`config.mk`:
```
export PLATFORM = sky130hd
export DESIGN_NAME = pfs_status_reg
export DESIGN_NICKNAME = d
export VERILOG_FILES = /design/src/verilog/pfs_pkg.sv /design/src/verilog/pfs_sync.sv /design/src/verilog/pfs_status_reg.sv
export SDC_FILE = /design/constraint.sdc
export NUM_CORES = 1
export LEC_CHECK = 0
export ABC_AREA = 1
export BUFFER_PORTS_ARGS = -buffer_cell sky130_fd_sc_hd__buf_2
export CORE_AREA = 2 2 54 68
export DETAILED_ROUTE_END_ITERATION = 10
export DIE_AREA = 0 0 56 70
export PLACE_DENSITY = 0.71
export REMOVE_ABC_BUFFERS = 1
export SKIP_LAST_GASP = 1
export SLEW_MARGIN = 10
export SYNTH_ARGS = -nofsm -noshare
export SYNTH_HDL_FRONTEND = slang
export SYNTH_SLANG_ARGS = --single-unit
```
`constraint.sdc`:
```
create_clock -name clk -period 1.3 [get_ports clk]
set_clock_uncertainty 0.05 [all_clocks]
set_input_delay 0.195 -clock clk [delete_from_list [all_inputs] [get_ports clk]]
set_output_delay 0.195 -clock clk [all_outputs]
set_load 0.03 [all_outputs]
```
`src/verilog/pfs_pkg.sv`:
```
`default_nettype none
package pfs_pkg;
	// register geometry
	localparam int unsigned REG_WIDTH = 16;
	localparam logic [15:0] STATUS_RESET = 16'h0000;

	// field positions of the primary fault status word
	localparam int unsigned BIT_READY = 14;
	localparam int unsigned BIT_UNDERVOLT = 13;
	localparam int unsigned BIT_OVERVOLT = 12;
	localparam int unsigned BIT_SHOOT = 11;
	localparam int unsigned BIT_ILIMIT = 10;
	localparam int unsigned BIT_SPI = 9;
	localparam int unsigned BIT_RAIL = 8;
	localparam int unsigned BIT_LINK = 7;
	localparam int unsigned BIT_SELFTEST = 6;

	// serial frames must carry a multiple of this many clock pulses
	localparam int unsigned FRAME_PULSES = 16;

	// number of asynchronous pin inputs passed through the synchroniser
	localparam int unsigned SYNC_COUNT = 9;

	// frame tracker states, one-hot
	typedef enum logic [1:0] {
		FRM_IDLE = 2'b01,
		FRM_OPEN = 2'b10
	} pfs_frame_e;
endpackage
`default_nettype wire

```
`src/verilog/pfs_sync.sv`:
```
`timescale 1ns/1ps
`default_nettype none
// two-stage synchroniser for a bundle of asynchronous levels
module pfs_sync #(
	parameter int unsigned WIDTH = 1,
	parameter logic [WIDTH-1:0] INIT = '0
) (
	input wire logic clk,
	input wire logic rst_n,
	input wire logic [WIDTH-1:0] asyncIn,
	output logic [WIDTH-1:0] syncOut
);
	logic [WIDTH-1:0] stage1_r;

	// refused at elaboration: an empty bundle has nothing to carry
	if (WIDTH < 1) begin
		$error("pfs_sync: WIDTH must be at least 1");
	end

	// first stage feeds only the second stage
	always_ff @(posedge clk or negedge rst_n) begin
		if (!rst_n) begin
			stage1_r <= INIT;
			syncOut <= INIT;
		end else begin
			stage1_r <= asyncIn;
			syncOut <= stage1_r;
		end
	end
endmodule
`default_nettype wire

```
`src/verilog/pfs_status_reg.sv`:
```
`timescale 1ns/1ps
`default_nettype none
// Functional notes
// - bit 14 shows primary side ready
// - bit 13 set on supply undervoltage
// - bit 12 set on supply overvoltage
// - bit 11 set when both PWM inputs high
// - bit 10 set while regulator current-limits
// - bit 9 set on non-multiple-of-16 clock frame
// - bit 9 set on host CRC mismatch
// - bit 9 clears after valid command, then read
// - bit 8 set on internal rail fault
// - bit 7 set on barrier link loss
// - bit 6 set on power-up selftest failure
module pfs_status_reg (
	input wire logic clk,
	input wire logic rst_n,
	// asynchronous pins and analog comparator outputs
	input wire logic spiCsN,
	input wire logic spiSclk,
	input wire logic pwmInPos,
	input wire logic pwmInNeg,
	input wire logic supplyUnderVolt,
	input wire logic supplyOverVolt,
	input wire logic regulatorCurrentLimit,
	input wire logic internalRailFault,
	input wire logic barrierLinkLost,
	// same-clock inputs from the serial frame logic and power sequencer
	input wire logic primaryReadyIn,
	input wire logic selftestFail,
	input wire logic crcMismatch,
	input wire logic validCommand,
	input wire logic statusRead,
	// register contents as seen by the serial read path
	output logic [15:0] statusData
);
	// synchronised copies of the asynchronous inputs
	logic [pfs_pkg::SYNC_COUNT-1:0] rawPins;
	logic [pfs_pkg::SYNC_COUNT-1:0] syncPins;
	logic csNSync;
	logic sclkSync;
	logic inPosSync;
	logic inNegSync;
	logic underVoltSync;
	logic overVoltSync;
	logic iLimitSync;
	logic railSync;
	logic linkLostSync;

	// frame tracking
	pfs_pkg::pfs_frame_e frame_r, frame_nxt;
	logic sclkPrev_r;
	logic csPrev_r;
	logic [3:0] pulseCount_r, pulseCount_nxt;
	logic sclkRise;
	logic csFall;
	logic csRise;
	logic frameBad;

	// ready flag, sticky flags and the spi clear qualifier
	logic readyFlag_r;
	logic underVoltFlag_r, underVoltFlag_nxt;
	logic overVoltFlag_r, overVoltFlag_nxt;
	logic shootFlag_r, shootFlag_nxt;
	logic iLimitFlag_r, iLimitFlag_nxt;
	logic spiFlag_r, spiFlag_nxt;
	logic railFlag_r, railFlag_nxt;
	logic linkFlag_r, linkFlag_nxt;
	logic selftestFlag_r, selftestFlag_nxt;
	logic clearArmed_r, clearArmed_nxt;
	logic shootCause;
	logic spiCause;
	logic [15:0] status_nxt;

	// the four-bit pulse counter wraps at 16, so no other frame size is served
	if (pfs_pkg::FRAME_PULSES != 16) begin
		$error("pfs_status_reg: frame counter is built for 16 pulses");
	end

	// chip select idles high, so it resets high in the synchroniser
	assign rawPins = {spiCsN, spiSclk, pwmInPos, pwmInNeg, supplyUnderVolt,
		supplyOverVolt, regulatorCurrentLimit, internalRailFault, barrierLinkLost};

	pfs_sync #(
		.WIDTH(pfs_pkg::SYNC_COUNT),
		.INIT(9'h100)
	) u_sync (
		.clk(clk),
		.rst_n(rst_n),
		.asyncIn(rawPins),
		.syncOut(syncPins)
	);

	assign csNSync = syncPins[8];
	assign sclkSync = syncPins[7];
	assign inPosSync = syncPins[6];
	assign inNegSync = syncPins[5];
	assign underVoltSync = syncPins[4];
	assign overVoltSync = syncPins[3];
	assign iLimitSync = syncPins[2];
	assign railSync = syncPins[1];
	assign linkLostSync = syncPins[0];

	// edge detection on the synchronised serial pins
	assign sclkRise = sclkSync & ~sclkPrev_r;
	assign csFall = ~csNSync & csPrev_r;
	assign csRise = csNSync & ~csPrev_r;

	// a frame that closes with a partial word is a framing fault
	assign frameBad = (frame_r == pfs_pkg::FRM_OPEN) && csRise && (pulseCount_r != 4'h0);

	// frame tracker: count pulses modulo 16 between select edges
	always_comb begin
		frame_nxt = frame_r;
		pulseCount_nxt = pulseCount_r;
		unique case (frame_r)
			pfs_pkg::FRM_IDLE: begin
				if (csFall) begin
					frame_nxt = pfs_pkg::FRM_OPEN;
					pulseCount_nxt = 4'h0;
				end
			end
			pfs_pkg::FRM_OPEN: begin
				if (csRise) begin
					frame_nxt = pfs_pkg::FRM_IDLE;
				end else if (sclkRise) begin
					pulseCount_nxt = pulseCount_r + 4'h1;
				end
			end
			default: begin
				frame_nxt = pfs_pkg::FRM_IDLE;
				pulseCount_nxt = 4'h0;
			end
		endcase
	end

	always_ff @(posedge clk or negedge rst_n) begin
		if (!rst_n) begin
			frame_r <= pfs_pkg::FRM_IDLE;
			pulseCount_r <= 4'h0;
			sclkPrev_r <= 1'b0;
			csPrev_r <= 1'b1;
		end else begin
			frame_r <= frame_nxt;
			pulseCount_r <= pulseCount_nxt;
			sclkPrev_r <= sclkSync;
			csPrev_r <= csNSync;
		end
	end

	// fault causes
	assign shootCause = inPosSync & inNegSync;
	assign spiCause = frameBad | crcMismatch;

	// sticky flags: a read clears a flag only if that value was shown and
	// its cause is gone; a cause in the same cycle always wins
	assign underVoltFlag_nxt = underVoltSync | (underVoltFlag_r &
		~(statusRead & statusData[pfs_pkg::BIT_UNDERVOLT]));
	assign overVoltFlag_nxt = overVoltSync | (overVoltFlag_r &
		~(statusRead & statusData[pfs_pkg::BIT_OVERVOLT]));
	assign shootFlag_nxt = shootCause | (shootFlag_r &
		~(statusRead & statusData[pfs_pkg::BIT_SHOOT]));
	assign iLimitFlag_nxt = iLimitSync | (iLimitFlag_r &
		~(statusRead & statusData[pfs_pkg::BIT_ILIMIT]));
	assign railFlag_nxt = railSync | (railFlag_r &
		~(statusRead & statusData[pfs_pkg::BIT_RAIL]));
	assign linkFlag_nxt = linkLostSync | (linkFlag_r &
		~(statusRead & statusData[pfs_pkg::BIT_LINK]));
	assign selftestFlag_nxt = selftestFail | (selftestFlag_r &
		~(statusRead & statusData[pfs_pkg::BIT_SELFTEST]));

	// spi fault needs a valid command first; a new fault disarms the clear
	assign clearArmed_nxt = spiCause ? 1'b0 :
		(spiFlag_r & (clearArmed_r | validCommand));
	assign spiFlag_nxt = spiCause | (spiFlag_r &
		~(statusRead & clearArmed_r & statusData[pfs_pkg::BIT_SPI]));

	always_ff @(posedge clk or negedge rst_n) begin
		if (!rst_n) begin
			readyFlag_r <= 1'b0;
			underVoltFlag_r <= 1'b0;
			overVoltFlag_r <= 1'b0;
			shootFlag_r <= 1'b0;
			iLimitFlag_r <= 1'b0;
			spiFlag_r <= 1'b0;
			railFlag_r <= 1'b0;
			linkFlag_r <= 1'b0;
			selftestFlag_r <= 1'b0;
			clearArmed_r <= 1'b0;
		end else begin
			readyFlag_r <= primaryReadyIn;
			underVoltFlag_r <= underVoltFlag_nxt;
			overVoltFlag_r <= overVoltFlag_nxt;
			shootFlag_r <= shootFlag_nxt;
			iLimitFlag_r <= iLimitFlag_nxt;
			spiFlag_r <= spiFlag_nxt;
			railFlag_r <= railFlag_nxt;
			linkFlag_r <= linkFlag_nxt;
			selftestFlag_r <= selftestFlag_nxt;
			clearArmed_r <= clearArmed_nxt;
		end
	end

	// assemble the word; bits 15 and 5..0 belong elsewhere and read zero
	always_comb begin
		status_nxt = pfs_pkg::STATUS_RESET;
		status_nxt[pfs_pkg::BIT_READY] = readyFlag_r;
		status_nxt[pfs_pkg::BIT_UNDERVOLT] = underVoltFlag_r;
		status_nxt[pfs_pkg::BIT_OVERVOLT] = overVoltFlag_r;
		status_nxt[pfs_pkg::BIT_SHOOT] = shootFlag_r;
		status_nxt[pfs_pkg::BIT_ILIMIT] = iLimitFlag_r;
		status_nxt[pfs_pkg::BIT_SPI] = spiFlag_r;
		status_nxt[pfs_pkg::BIT_RAIL] = railFlag_r;
		status_nxt[pfs_pkg::BIT_LINK] = linkFlag_r;
		status_nxt[pfs_pkg::BIT_SELFTEST] = selftestFlag_r;
	end

	// output copy: no write path exists, so nothing external alters it
	always_ff @(posedge clk or negedge rst_n) begin
		if (!rst_n) begin
			statusData <= pfs_pkg::STATUS_RESET;
		end else begin
			statusData <= status_nxt;
		end
	end
endmodule
`default_nettype wire

```
==> impl_metrics.py <==
metrics = {
    "outcome": {
        "status": "complete, no violations",
    },
    "floorplanning": {
        "die_x_um": 56,
        "die_height_um": 70,
        "fp.coreArea_mm2": 0.00336,
        "fp-row-count": 24,
        "start_util": 0.467,
        "die_area_mm2": 0.00392,
        "io_pins": 32,
    },
    "routing": {
        "drcViolationCount": 0,
        "num_vias": 921,
        "drt_first_pass_iters": 4,
        "met2_length_um": 1310,
        "routed_wirelength_um": 2420,
        "wl_met1_um": 934,
        "final_antenna_net_count": 0,
        "drt_iter0_drc": 14,
        "vias_per_cell": 4.47,
        "wl_met3_um": 123,
        "wl_per_cell_um": 11.8,
        "highest_layer": "met4",
    },
    "clock_tree": {
        "cts.path.max_buffers": 2,
        "cts_tree": "yes",
        "clock-root-buffer": "clkbuf_8",
        "clkLatencyLatePin_ns": 0.30,
        "cts.clk_slew.worst_paths_ns": 0.08,
        "cts_made_buffers": 5,
        "cts_resized": 0,
        "cts.sinks": 45,
        "h-tree-depth": 2,
    },
    "worst_setup_path": {
        "worstPathMaxFanout": 3,
        "slowest_delay_ns": 0.57,
        "cp-end-kind": "register",
        "worstPathRequired_ns": 1.44,
        "startpoint_type": "register",
        "crit_type": "register to register",
        "arrival_ns": 1.34,
        "path_cells": "inv_2, nor2_4, nand2_2, nand2_4, nor2_4, nand2_1, nand2_1",
        "crit_slowest_cell": "dfstp_2",
    },
    "layout": {
        "final_cells": 206,
        "area_growth_pct": 24.5,
        "n_antenna_cell": 0,
        "nNetsFinal": 184,
        "layout-drive-gt1-share": 0.323,
    },
    "logic_synthesis": {
        "synth_mux_area_frac": 0,
        "synth_top_family_by_area": "simple AND/OR/NAND/NOR gates",
        "post_synth.cell_area_avg_um2": 12.9,
        "seq_area_frac_synth": 0.720,
        "ys_seq_elements": 45,
        "ys_warn_count": 0,
        "synth-compound-area-share": 0.0541,
        "synth.area.top_cells": "dfrtp_1 (65%), dfstp_2 (6.7%), nand2_1 (6.2%)",
        "synthSimpleGateAreaFrac": 0.138,
        "synthAdderAreaFrac": 0.0159,
        "synthXorXnorAreaFrac": 0.00557,
        "syn_area_mm2": 0.00157,
        "synthCells": 122,
        "yosysUniqueCellTypes": 24,
        "synth.top_cell.area_share": 0.653,
        "yosys.area.top_type": "dfrtp_1",
    },
    "place": {
        "numPortBuffers": 24,
        "place_congestion": 0.743,
        "hpwl_um": 1690,
        "dpl.cell_count": 185,
        "pre_cts_slack_ns": 0.0911,
    },
    "sta": {
        "fmax_mhz": 834,
        "rsz0062_at_grt": "no",
        "timing.final.ws_setup_ns": 0.101,
        "tns_ns": 0,
        "timing.final.crit_share": 0.922,
        "setup_viol": 0,
        "final_hold_viol_count": 0,
        "drv_slew": 0,
        "timing.final.crit_period_ns": 1.20,
    },
    "grt": {
        "grt_use_total": 0.147,
        "grt_max_degree": 46,
        "overflow": 0,
        "grt_pass1_wl_um": 4310,
        "grt_pass1_vias": 1001,
        "antenna_found_initial": 0,
    },
    "power": {
        "p_leak_nw": 0.962,
        "ir_drop_uv": 1110,
        "p_per_area_mw_per_mm2": 1610,
    },
    "min_path": {
        "min_path_type": "input pin to register",
    },
    "flow_run": {
        "cap_violations": 0,
    },
}
synthesized netlist by cell type:
library cell,number
o21ai_0,1
nand2_2,4
nor2_1,1
nand3_1,2
a21oi_1,2
dfstp_2,4
nand2_1,26
nor2_4,3
nand2_4,1
xor2_1,1
a22o_1,1
nor3b_2,1
a21boi_2,1
dfrtp_1,41
ha_1,2
buf_4,7
conb_1,1
a21o_1,6
o21ai_1,1
nand3_2,1
inv_1,10
nor2_2,1
and3_1,1
inv_2,3
final timing paths:
check	endpoint	depth (start not counted)	slack (ns)	start
max	pulseCount_r[3]	7	0.10	frame_r[0]
min	clearArmed_r	2	0.02	crcMismatch
max reg2reg	pulseCount_r[3]	7	0.10	frame_r[0]
min reg2reg	u_sync.syncOut[1]	0	0.30	u_sync.stage1_r[1]
max in group asynchronous	frame_r[0]	3	0.58	rst_n
min in group asynchronous	statusData[8]	3	0.35	rst_n
critical path, delay by kind of cell, from the launching register on:
kind | cells | cell delay (ns)
simple gates | 6 | 0.42
buf+inv | 1 | 0.05
flops | 1 | 0.57
metrics by stage:
step                      cell area [um^2]  hold slack (ns)  utilization  power [mW]
after CTS                             1940           0.0186        0.577        3.17
after global placement                1730            0.130        0.515        2.18
after detailed placement              1730            0.142        0.515        2.22
after global routing                  1960           0.0202        0.582        3.33
after floorplan                       1540           -0.151            -        2.05
final                                 1960           0.0232        0.582        3.15
final cells by class:
class	count	area, um^2
Clock buffer	7	96.3
Clock inverter	1	5.00
Fill cell	287	1410
Inverter	13	48.8
Multi-Input combinational cell	63	362
Sequential cell	45	1130
Tap cell	39	48.8
Timing Repair Buffer	38	265
timing repair:
action                                  in CTS  in global routing
endpoints found under the hold margin       51                  0
endpoints found under the setup margin       0                  1
setup buffers                                0                  2
hold buffers                                11                  0
report_power, final:
part | switching, mW | internal (mW)
sequential | 0.0825 | 1.54
clock | 0.438 | 0.480
combinational | 0.377 | 0.226
sequential cells by signal, summed over array words and instances (netlist names), 2 cells and up:
name and cells:
statusData 9, u_sync.stage1_r 9, u_sync.syncOut 9, pulseCount_r 4, frame_r 2
logic make-up after synthesis:
group,count (synthesis)
AOI/OAI and AO/OA,12
and+or+nand+nor,41
other,1
DFF,45
adders and majority gates,2
xor gates and xnor gates,1
buffers and inverters,20
layout by cell type, fill, tap and decap left out, drive strengths merged:
| master | synthesis | layout |
|---|---|---|
| dlygate4sd3 | 0 | 11 |
| a22o | 1 | 1 |
| nor3b | 1 | 1 |
| clkbuf | 0 | 7 |
| a21o | 6 | 6 |
| nand2 | 31 | 31 |
| and3 | 1 | 1 |
| conb | 1 | 7 |
| dfstp | 4 | 4 |
| a21oi | 2 | 2 |
| o21ai | 2 | 2 |
| ha | 2 | 2 |
| buf | 7 | 27 |
| xor2 | 1 | 1 |
| nand3 | 3 | 3 |
| nor2 | 5 | 5 |
| inv | 13 | 13 |
| a21boi | 1 | 1 |
| clkinv | 0 | 1 |
| dfrtp | 41 | 41 |
routing by layer:
metal  global-route usage  vias up
li1                     -      447
met1                0.161      444
met2                0.255       24
met3               0.0500        6
met4               0.0635        0
met5                    0        -
(Power assumes the default switching activity.)
